File: src/stp_pkg.sv
// shared constants for the timer prescaler and clock select block
package stp_pkg;

  // register byte offsets on the axi4-lite port
  localparam logic [4:0] ADDR_MISC  = 5'h00;  // misc_function_control
  localparam logic [4:0] ADDR_CS0   = 5'h04;  // timer0 clock_select_field
  localparam logic [4:0] ADDR_CS1   = 5'h08;  // timer1 clock_select_field
  localparam logic [4:0] ADDR_FLAGS = 5'h0c;  // timer0_overflow_flag, write one to clear
  localparam logic [4:0] ADDR_MASK  = 5'h10;  // timer0_overflow_irq_enable
  localparam logic [4:0] ADDR_PRESC = 5'h14;  // live prescaler count, read only

  // field positions
  localparam int PSR_BIT  = 0;  // shared_prescaler_reset in misc_function_control
  localparam int TOV_BIT  = 0;  // timer0_overflow_flag
  localparam int TOIE_BIT = 0;  // timer0_overflow_irq_enable
  localparam int CS_W     = 3;  // width of a clock_select_field

  // reset values and writable bits of misc_function_control
  localparam logic [7:0] MISC_RESET = 8'h00;
  localparam logic [7:0] MISC_WMASK = 8'hee;  // bit 4 reserved, bit 0 self-clearing
  localparam logic [2:0] CS_RESET   = 3'h0;

  // clock select encodings
  typedef enum logic [2:0] {
    CS_STOP    = 3'h0,
    CS_DIRECT  = 3'h1,
    CS_DIV8    = 3'h2,
    CS_DIV64   = 3'h3,
    CS_DIV256  = 3'h4,
    CS_DIV1024 = 3'h5,
    CS_EXT_FALL = 3'h6,
    CS_EXT_RISE = 3'h7
  } stp_cs_t;

  // prescaler tap widths: divide by 8, 64, 256, 1024
  localparam int PRESC_W   = 10;
  localparam int TAP0_BITS = 3;
  localparam int TAP1_BITS = 6;
  localparam int TAP2_BITS = 8;
  localparam int TAP3_BITS = 10;

  // axi responses
  localparam logic [1:0] RESP_OKAY   = 2'h0;
  localparam logic [1:0] RESP_SLVERR = 2'h2;

endpackage : stp_pkg

File: src/stp_clock_select.sv
// per-timer clock source multiplexer
`timescale 1ns/100ps
module stp_clock_select (
  // selection
  input  logic [2:0] clock_select_field,
  // candidate sources
  input  logic [3:0] taps,
  input  logic       ext_rise,
  input  logic       ext_fall,
  // result
  output logic       timer_clock_pulse
);

  // each timer picks independently from the shared taps
  always_comb begin
    case (stp_pkg::stp_cs_t'(clock_select_field))
      stp_pkg::CS_STOP:     timer_clock_pulse = 1'b0;
      stp_pkg::CS_DIRECT:   timer_clock_pulse = 1'b1;
      stp_pkg::CS_DIV8:     timer_clock_pulse = taps[0];
      stp_pkg::CS_DIV64:    timer_clock_pulse = taps[1];
      stp_pkg::CS_DIV256:   timer_clock_pulse = taps[2];
      stp_pkg::CS_DIV1024:  timer_clock_pulse = taps[3];
      stp_pkg::CS_EXT_FALL: timer_clock_pulse = ext_fall;
      stp_pkg::CS_EXT_RISE: timer_clock_pulse = ext_rise;
      default:              timer_clock_pulse = 1'b0;
    endcase
  end

endmodule : stp_clock_select

File: src/stp_pin_edge.sv
// two-flop synchroniser and edge detector for one external count pin
`timescale 1ns/100ps
module stp_pin_edge (
  // clock and reset
  input  logic aclk,
  input  logic aresetn,
  // pin side
  input  logic external_count_pin,
  // detector outputs
  output logic synced_count_input,
  output logic rise,
  output logic fall
);

  logic meta_r;
  logic sync_r;
  logic prev_r;

  // pin sampled once per clock; meta_r is read only by sync_r
  always_ff @(posedge aclk) begin
    if (!aresetn) begin
      meta_r <= 1'b0;
      sync_r <= 1'b0;
      prev_r <= 1'b0;
    end else begin
      meta_r <= external_count_pin;
      sync_r <= meta_r;
      prev_r <= sync_r;
    end
  end

  // one pulse per edge, counted at the next edge: total delay 2 to 3 clocks
  assign synced_count_input = sync_r;
  assign rise = sync_r & ~prev_r;
  assign fall = ~sync_r & prev_r;

endmodule : stp_pin_edge

File: src/stp_timer_clock.sv
// shared prescaler, clock selection and timer0 overflow flag with axi4-lite registers
// Behaviour
// - outside phase correct mode, timer0 overflow flag is set whenever the 8-bit timer wraps.
// - flag clears by hardware when the overflow interrupt vector executes.
// - writing one to the flag clears it; a write never sets it.
// - overflow interrupt only while global enable, overflow enable and flag are one.
// - in phase correct mode the flag sets on direction reversal at zero.
// - both timers share one prescaler but keep separate clock selects.
// - clock select one clocks the timer at the full system clock.
// - prescaler offers taps at divide by 8, 64, 256 and 1024.
// - prescaler free-runs regardless of clock select; first count after 1..N+1 clocks.
// - count pin sampled every rising clock edge through a synchroniser.
// - select 7 counts rising pin edges, select 6 counts falling ones.
// - counter update follows a pin edge by 2 to 3 clocks.
// - external pin clock bypasses the prescaler, undivided.
// - writing one to the prescaler reset bit resets the shared prescaler.
// - prescaler reset bit self-clears, ignores zero writes, reads as zero.
// - clock select zero gives no clock; counter stays stopped.
// - selects 2 to 5 pick taps in ascending division order.
`timescale 1ns/100ps
module stp_timer_clock #(
  parameter int ADDR_W = 5
) (
  // clock and reset
  input  logic              aclk,
  input  logic              aresetn,
  // axi4-lite write address
  input  logic [ADDR_W-1:0] s_axi_awaddr,
  input  logic              s_axi_awvalid,
  output logic              s_axi_awready,
  // axi4-lite write data
  input  logic [31:0]       s_axi_wdata,
  input  logic [3:0]        s_axi_wstrb,
  input  logic              s_axi_wvalid,
  output logic              s_axi_wready,
  // axi4-lite write response
  output logic [1:0]        s_axi_bresp,
  output logic              s_axi_bvalid,
  input  logic              s_axi_bready,
  // axi4-lite read address
  input  logic [ADDR_W-1:0] s_axi_araddr,
  input  logic              s_axi_arvalid,
  output logic              s_axi_arready,
  // axi4-lite read data
  output logic [31:0]       s_axi_rdata,
  output logic [1:0]        s_axi_rresp,
  output logic              s_axi_rvalid,
  input  logic              s_axi_rready,
  // external count pins, index 0 for timer0, 1 for timer1
  input  logic [1:0]        external_count_pin,
  output logic [1:0]        synced_count_input,
  // timer clock enables to the two counters
  output logic [1:0]        timer_clock_pulse,
  // timer0 core events and processor side
  input  logic              timer0_wrap,
  input  logic              timer0_bottom_reverse,
  input  logic              timer0_phase_correct,
  input  logic              global_irq_enable,
  input  logic              timer0_vector_ack,
  output logic              timer0_overflow_irq,
  // remaining misc_function_control bits for other blocks
  output logic [7:0]        misc_function_bits
);

  // parameter check
  if (ADDR_W < 5) begin : g_bad_addr
    $error("stp_timer_clock: ADDR_W must be at least 5");
  end

  // bus state
  logic              aw_held_r;
  logic [ADDR_W-1:0] awaddr_r;
  logic              w_held_r;
  logic [31:0]       wdata_r;
  logic [3:0]        wstrb_r;
  logic              bvalid_r;
  logic [1:0]        bresp_r;
  logic              rvalid_r;
  logic [31:0]       rdata_r;
  logic [1:0]        rresp_r;
  // register state
  logic [7:0]        misc_r;
  logic [2:0]        cs0_r;
  logic [2:0]        cs1_r;
  logic              flag_r;
  logic              flag_nxt;
  logic              mask_r;
  logic              presc_clr_r;
  logic [stp_pkg::PRESC_W-1:0] presc_r;

  // handshake outputs: one write and one read in flight at most
  assign s_axi_awready = ~aw_held_r & ~bvalid_r;
  assign s_axi_wready  = ~w_held_r & ~bvalid_r;
  assign s_axi_arready = ~rvalid_r;
  assign s_axi_bvalid  = bvalid_r;
  assign s_axi_bresp   = bresp_r;
  assign s_axi_rvalid  = rvalid_r;
  assign s_axi_rdata   = rdata_r;
  assign s_axi_rresp   = rresp_r;

  // write decode, low byte lane only since every writable register is 8 bits or less
  wire wr_go    = aw_held_r & w_held_r & ~bvalid_r;
  wire wr_lane  = wr_go & wstrb_r[0];
  wire wa_misc  = awaddr_r == ADDR_W'(stp_pkg::ADDR_MISC);
  wire wa_cs0   = awaddr_r == ADDR_W'(stp_pkg::ADDR_CS0);
  wire wa_cs1   = awaddr_r == ADDR_W'(stp_pkg::ADDR_CS1);
  wire wa_flags = awaddr_r == ADDR_W'(stp_pkg::ADDR_FLAGS);
  wire wa_mask  = awaddr_r == ADDR_W'(stp_pkg::ADDR_MASK);
  wire wa_presc = awaddr_r == ADDR_W'(stp_pkg::ADDR_PRESC);
  wire wa_hit   = wa_misc | wa_cs0 | wa_cs1 | wa_flags | wa_mask | wa_presc;
  wire psr_req  = wr_lane & wa_misc & wdata_r[stp_pkg::PSR_BIT];
  wire tov_w1c  = wr_lane & wa_flags & wdata_r[stp_pkg::TOV_BIT];

  // read decode; the prescaler reset bit is never stored so it reads zero
  wire ra_misc  = s_axi_araddr == ADDR_W'(stp_pkg::ADDR_MISC);
  wire ra_cs0   = s_axi_araddr == ADDR_W'(stp_pkg::ADDR_CS0);
  wire ra_cs1   = s_axi_araddr == ADDR_W'(stp_pkg::ADDR_CS1);
  wire ra_flags = s_axi_araddr == ADDR_W'(stp_pkg::ADDR_FLAGS);
  wire ra_mask  = s_axi_araddr == ADDR_W'(stp_pkg::ADDR_MASK);
  wire ra_presc = s_axi_araddr == ADDR_W'(stp_pkg::ADDR_PRESC);
  wire ra_hit   = ra_misc | ra_cs0 | ra_cs1 | ra_flags | ra_mask | ra_presc;
  wire [31:0] rd_mux =
      ra_misc  ? {24'h000000, misc_r} :
      ra_cs0   ? {29'h0, cs0_r} :
      ra_cs1   ? {29'h0, cs1_r} :
      ra_flags ? {31'h0, flag_r} :
      ra_mask  ? {31'h0, mask_r} :
      ra_presc ? {22'h0, presc_r} : 32'h00000000;

  // write channel: address and data taken in either order
  always_ff @(posedge aclk) begin
    if (!aresetn) begin
      aw_held_r <= 1'b0;
      awaddr_r  <= '0;
      w_held_r  <= 1'b0;
      wdata_r   <= 32'h00000000;
      wstrb_r   <= 4'h0;
    end else begin
      if (s_axi_awvalid && s_axi_awready) begin
        aw_held_r <= 1'b1;
        awaddr_r  <= s_axi_awaddr;
      end else if (wr_go) begin
        aw_held_r <= 1'b0;
      end
      if (s_axi_wvalid && s_axi_wready) begin
        w_held_r <= 1'b1;
        wdata_r  <= s_axi_wdata;
        wstrb_r  <= s_axi_wstrb;
      end else if (wr_go) begin
        w_held_r <= 1'b0;
      end
    end
  end

  // write response one cycle after both halves are held
  always_ff @(posedge aclk) begin
    if (!aresetn) begin
      bvalid_r <= 1'b0;
      bresp_r  <= stp_pkg::RESP_OKAY;
    end else if (wr_go) begin
      bvalid_r <= 1'b1;
      bresp_r  <= wa_hit ? stp_pkg::RESP_OKAY : stp_pkg::RESP_SLVERR;
    end else if (s_axi_bready) begin
      bvalid_r <= 1'b0;
    end
  end

  // read channel: data registered the cycle after the address is taken
  always_ff @(posedge aclk) begin
    if (!aresetn) begin
      rvalid_r <= 1'b0;
      rdata_r  <= 32'h00000000;
      rresp_r  <= stp_pkg::RESP_OKAY;
    end else if (s_axi_arvalid && s_axi_arready) begin
      rvalid_r <= 1'b1;
      rdata_r  <= rd_mux;
      rresp_r  <= ra_hit ? stp_pkg::RESP_OKAY : stp_pkg::RESP_SLVERR;
    end else if (s_axi_rready) begin
      rvalid_r <= 1'b0;
    end
  end

  // control registers; bit 0 of misc is a strobe, not storage
  always_ff @(posedge aclk) begin
    if (!aresetn) begin
      misc_r <= stp_pkg::MISC_RESET;
      cs0_r  <= stp_pkg::CS_RESET;
      cs1_r  <= stp_pkg::CS_RESET;
      mask_r <= 1'b0;
    end else if (wr_lane) begin
      if (wa_misc) misc_r <= (misc_r & ~stp_pkg::MISC_WMASK) | (wdata_r[7:0] & stp_pkg::MISC_WMASK);
      if (wa_cs0)  cs0_r  <= wdata_r[2:0];
      if (wa_cs1)  cs1_r  <= wdata_r[2:0];
      if (wa_mask) mask_r <= wdata_r[stp_pkg::TOIE_BIT];
    end
  end
  assign misc_function_bits = misc_r;

  // overflow flag: phase correct mode sets at the bottom reversal, set beats any clear
  wire tov_set = timer0_phase_correct ? timer0_bottom_reverse : timer0_wrap;
  always_comb begin
    if (tov_set)
      flag_nxt = 1'b1;
    else if (timer0_vector_ack || tov_w1c)
      flag_nxt = 1'b0;
    else
      flag_nxt = flag_r;
  end
  always_ff @(posedge aclk) begin
    if (!aresetn) flag_r <= 1'b0;
    else          flag_r <= flag_nxt;
  end
  assign timer0_overflow_irq = global_irq_enable & mask_r & flag_r;

  // shared prescaler: free running, cleared the cycle after a reset request
  always_ff @(posedge aclk) begin
    if (!aresetn) begin
      presc_clr_r <= 1'b0;
      presc_r     <= '0;
    end else begin
      presc_clr_r <= psr_req;
      if (presc_clr_r) presc_r <= '0;
      else             presc_r <= presc_r + 1'b1;
    end
  end

  // one-cycle tap enables; the clear re-aligns all taps together
  logic [3:0] taps;
  assign taps[0] = &presc_r[stp_pkg::TAP0_BITS-1:0];
  assign taps[1] = &presc_r[stp_pkg::TAP1_BITS-1:0];
  assign taps[2] = &presc_r[stp_pkg::TAP2_BITS-1:0];
  assign taps[3] = &presc_r[stp_pkg::TAP3_BITS-1:0];

  // per timer: pin synchroniser and clock source select, taps shared
  logic [1:0] ext_rise;
  logic [1:0] ext_fall;
  wire  [2:0] cs_sel [2] = '{cs0_r, cs1_r};
  for (genvar t = 0; t < 2; t++) begin : g_timer
    stp_pin_edge stp_pin_edge_inst (
      .aclk               (aclk),
      .aresetn            (aresetn),
      .external_count_pin (external_count_pin[t]),
      .synced_count_input (synced_count_input[t]),
      .rise               (ext_rise[t]),
      .fall               (ext_fall[t])
    );
    stp_clock_select stp_clock_select_inst (
      .clock_select_field (cs_sel[t]),
      .taps               (taps),
      .ext_rise           (ext_rise[t]),
      .ext_fall           (ext_fall[t]),
      .timer_clock_pulse  (timer_clock_pulse[t])
    );
  end
endmodule : stp_timer_clock
File: config.mk
export PLATFORM = sky130hd
export DESIGN_NAME = stp_timer_clock
export DESIGN_NICKNAME = d
export VERILOG_FILES = /design/src/stp_pkg.sv /design/src/stp_clock_select.sv /design/src/stp_pin_edge.sv /design/src/stp_timer_clock.sv
export SDC_FILE = /design/constraint.sdc
export NUM_CORES = 1
export LEC_CHECK = 0
export ABC_AREA = 1
export BUFFER_PORTS_ARGS = -buffer_cell sky130_fd_sc_hd__buf_2
export CAP_MARGIN = 20
export CORE_MARGIN = 2
export CORE_UTILIZATION = 26
export DETAILED_ROUTE_END_ITERATION = 10
export PLACE_DENSITY_LB_ADDON = 0.05
export SLEW_MARGIN = 10
export SYNTH_ARGS = -nofsm -noshare
export SYNTH_HDL_FRONTEND = slang
export SYNTH_SLANG_ARGS = --single-unit
File: constraint.sdc
create_clock -name aclk -period 1.5 [get_ports aclk]
set_clock_uncertainty 0.2 [all_clocks]
set_input_delay 0.15 -clock aclk [delete_from_list [all_inputs] [get_ports aclk]]
set_output_delay 0.15 -clock aclk [all_outputs]
set_load 0.02 [all_outputs]
Word level (Yosys, flattened, before mapping)
Index checks and enable logic that the tools add are counted.
{ "op_classes": {"add_sub_neg": 1, "eq_ne": 24, "n_mux": 20, "bitwise_logic": 35, "reduce_logical": 22} }
{ "op_table": {"columns": ["op", "n"], "rows": [
  ["$mux 10", 6],
  ["$eq 3x3->1 const B", 8],
  ["$eq 5x4->1 const B", 4],
  ["$eq 5x5->1 const B", 4],
  ["$pmux 1 s8", 2],
  ["$and 1x1->1", 15],
  ["$eq 3x2->1 const B", 4],
  ["$add 10x1->10 const B", 1],
  ["$eq 5x3->1 const B", 2],
  ["$logic_not 5->1", 2],
  ["$mux 1", 10],
  ["$or 1x1->1", 10],
  ["$reduce_and 10->1", 1],
  ["$reduce_bool 2->1", 5],
  ["$not 1->1", 9],
  ["$or 5x8->8", 1],
  ["$reduce_and 2->1", 4],
  ["$reduce_and 8->1", 1],
  ["$eq 3x1->1 const B", 2],
  ["$logic_not 3->1", 2],
  ["$reduce_and 6->1", 1],
  ["$mux 2", 2],
  ["$logic_and 1x1->1", 3],
  ["$reduce_and 3->1", 1],
  ["2 further kinds", 2]
]} }
{ "word_totals": {"reg_bits": 87, "inputBits": 60, "output_inout_bits": 54} }

Longest topological paths before layout
{ "logic_depth": {"depth_word": 8, "depth_mapped": 8, "depth_no_buf": 8} }

Cells and area by module
Synthesis repeated with hierarchy kept, for this count alone.
{ "hier_totals": {"cells_unflattened": 392, "hier_area_um2": 2865.2} }
{ "by_module_without_submodules": {"columns": ["mod", "n_inst", "cells_per_inst", "area_per_inst_um2", "seq_area_each_um2"], "rows": [
  ["stp_timer_clock", 1, 332, 2524.9, 1081.0],
  ["stp_pin_edge", 2, 13, 100.1, 60.1],
  ["stp_clock_select", 2, 17, 70.1, 0.0]
]} }

Worst setup path after synthesis
OpenSTA, ideal clock, no wires.
{ "synth_path": {"path_kind": "register -> output", "from": "register presc_r[0] (netlist name)", "to": "output port timer_clock_pulse[0]", "t_arrival_ns": 1.356, "required_time_ns": 1.150, "slack_ns": -0.206, "path_stages_with_launch": 9, "cell_sequence": "dfxtp_1 > ha_1 > nand3_1 > nor2_1 > nand3_1 > inv_1 > o2111ai_1 > nand3_1 > buf_4"} }
{ "synth_via": {"elab_chain_len": 2} }
{ "synth_rtl": {"columns": ["element", "line", "rtl"], "rows": [
  ["from (decl)", "stp_timer_clock.sv:89", "logic [stp_pkg::PRESC_W-1:0] presc_r;"],
  ["from (signal assigned)", "stp_timer_clock.sv:223", "else presc_r <= presc_r + 1'b1;"],
  ["$reduce_and 10->1, or another cell as far along", "stp_timer_clock.sv:232", "assign taps[3] = &presc_r[stp_pkg::TAP3_BITS-1:0];"],
  ["$pmux 1 s8 *", "stp_clock_select.sv:16", "case (stp_pkg::stp_cs_t'(clock_select_field))"],
  ["to (decl)", "stp_timer_clock.sv:53", "output logic [1:0] timer_clock_pulse,"]
]} }
Mark *: on every way between the ends. The rest lies on a longest branch, timed or not.

Final worst setup path
{ "layout_path": {"from": "register presc_r[1] (netlist name)", "to": "output port timer_clock_pulse[0]"} }
Same word-level chain as after synthesis.

==> results.md <==
* GRT Util Overall at roughly 14%
* Ant diodes at 0
* Clock sinks at 60
* Most common flop cell mapped by yosys: dfxtp_1
* Final setup viols at 4
* TritonCTS clock tree: done
* Final hold slack at 0.0139 ns
* Fmax at 529 MHz
* Setup_tns at -0.788 ns
* HPWL after DPL at ~6 mm
* RSZ-0062 raised after global routing: yes
* IO Count at between 100 and 150
* Die outline width at ~110 µm
* Critical path arrival at 1.54 ns
* Pwr Density at 980 mW/mm²
* Initial antenna violation count at 0
* Reg2reg setup slack at -0.01 ns
* Clk pin slew, worst setup/hold paths at around 0.07 ns
* Fin nets at 556
* Die Y at around 110 µm
* Failing checks: negative setup slack
* Placeable Area at 0.0103 mm²
* Final Hold Fails at 0
* Pin count of the biggest net entering global routing at 19
* Share of the clock period used by the worst path at 126%
* Initial Util at 26.7%
* Mean routed wirelength per cell at 12.1 µm
* Overflow after GRT at 0
* CTS buffer count at 9
* Pins Over Slew Limit at 0
* Vias in the first global route at ~2.6k
* CTS H-Tree Depth at 3
* DR vias at 2664
* WL final at around 7.7 mm
* Final critical-path required period at 1.89 ns
* Die area at between 0.01 and 0.015 mm²
* Static leakage at 1.84 nW
* Critical Path End Type: primary output
* Distinct cell type count after synthesis at 34
* Req. time, crit path at 1.15 ns
* Worst setup margin at -0.389 ns
* Fill cell count at roughly 1.1k
* EDFF count, synth at 0
* Syn-to-layout area delta at 47.2%
* Clk root buf: clkbuf_8
* Min-Delay Path Class: input port to register
* FF+latch count, synth at 60
* Seq/Total Area, Yosys at about 44%
* Mapped cell area at 0.00276 mm²
* Via density at between 4 and 5
* DRT antenna net count at 0
* Critical-path maximum fanout at 2
* Clock Latency Late Sink at 0.33 ns
* Outcome: finished with violations
* Non-Filler Instances at about 640
* Post-Syn Instances at ~370
* CP Launch Type: register
* # rows at 37
* Max Cap Violations at 0
* YS warnings at 0
* Asr flop ratio synth at 0%
* Longest Clk Path Bufs at 2
* DRT iter0 DRCs at 78
* DRT Pass-1 Iters at 4
* Peak VDD IR at 0.000371 V
* GP Congestion at 0.717
* Syn avg cell area at 7.56 µm²
* Remaining DRCs at 0
* First-pass GRT wire length at 12.5 mm
* Placed cell count at between 500 and 600
* Layout cell share with drive strength beyond 1 at between 30% and 40%
* IO buf count at just under 60
* Setup Crit Path Kind: register to primary output
[cell families (layout without fill, tap and decap cells)]
family	after synthesis	after routing	synth area share, %
compound gates	89	89	17.1
buf+inv	85	194	15.7
flops	60	60	43.5
fa+ha+maj	2	2	0.907
other cells	1	26	0.136
xor+xnor	2	2	0.635
mux	1	1	0.363
simple gates	125	125	21.6
[power breakdown]
| part | internal [mW] | switching [mW] |
|---|---|---|
| clock network | 1.07 | 0.648 |
| registers | 1.66 | 0.0442 |
| logic | 0.231 | 0.327 |
| total | 2.96 | 1.02 |
[stage by stage]
step | utilization (%) | area, µm² | setup WS [ns] | power [mW]
floorplan | - | 2900 | -0.0334 | 2.07
global placement | 33.5 | 3460 | -0.118 | 2.23
detailed placement | 33.5 | 3460 | -0.142 | 2.23
CTS | 38.6 | 3980 | -0.448 | 4.03
global route | 39.3 | 4060 | -0.500 | 4.18
finish | 39.3 | 4060 | -0.389 | 3.98
[critical path, cell delays in order (launching register included)]
cell,delay [ns]
dfxtp_2,0.34
ha_4,0.17
ha_2,0.18
a221oi_2,0.26
nand3_1,0.12
buf_6,0.15
[cells in the final DEF, fill, tap and decap left out, types with 2 or more instances in the layout]
cell / count
nor2_4: 7
bufinv_16: 2
dfxtp_1: 54
dfxtp_2: 6
nor3_1: 4
buf_2: 56
o21ai_0: 26
a22oi_1: 2
conb_1: 26
buf_6: 6
a21oi_1: 34
nor4_1: 3
a31oi_1: 5
nand3_2: 3
inv_2: 4
o21ai_2: 6
nand2_1: 35
nand4_1: 9
nor2_1: 40
clkbuf_8: 12
o21ai_1: 10
nor3_2: 2
a211oi_1: 2
nand3_4: 3
nand2_2: 4
clkinv_2: 2
dlygate4sd3_1: 21
inv_1: 44
nand3_1: 11
buf_4: 47
[final cells by class]
class                           count  area [µm²]  area share, %
Clock inverter                      4        70.1           1.73
Clock buffer                       12         165           4.07
Timing Repair Buffer              130         911           22.4
Tap cell                          136         170           4.19
Multi-Input combinational cell    245        1360           33.4
Inverter                           48         180           4.44
Sequential cell                    60        1210           29.8
[sequential cells by signal, summed over array words and instances, names as in the netlist, 2 cells and up]
signal                                        cells
awaddr_r                                          5
cs0_r                                             3
cs1_r                                             3
g_timer.stp_pin_edge_inst.meta_r                  2
g_timer.stp_pin_edge_inst.prev_r                  2
g_timer.stp_pin_edge_inst.synced_count_input      2
misc_function_bits                                6
presc_r                                          10
s_axi_rdata                                      10
wdata_r                                           7
[worst paths after layout]
kind,from,end,cells past startpoint
max,presc_r[1],timer_clock_pulse[0],5
min,s_axi_awvalid,aw_held_r,3
max reg2reg,s_axi_bvalid,misc_function_bits[1],8
min reg2reg,g_timer[1].stp_pin_edge_inst.meta_r,g_timer[1].stp_pin_edge_inst.synced_count_input,2
[cells in the mapped netlist, types with 5 or more instances]
library cell	count	area, µm²
dfxtp_1	60	1200
nand4_1	9	56.3
nor2_1	43	161
o21ai_0	41	205
nand3_1	16	80.1
nor3_1	5	25.0
nand2_1	37	139
buf_4	30	225
a21oi_1	35	175
inv_1	46	173
a31oi_1	5	31.3
clkbuf_1	6	22.5
[repair_timing]
item	CTS	global route
resized for setup	16	34
hold endpoints to repair	18	0
setup buffers	2	2
setup endpoints to repair	13	36
pin swaps	6	10
hold buffers	21	0
[layer usage]
metal / global-route usage, % / part of all wire (%) / vias up / wire (µm)
met5: 0 / 0 / - / 0
met4: 5.57 / 1.0 / 0 / 80
met3: 2.80 / 3.2 / 8 / 243
met2: 22.5 / 47 / 51 / 3610
met1: 18.9 / 49 / 1191 / 3750
li1: - / - / 1414 / -
Power figures use the tool's default switching activity.
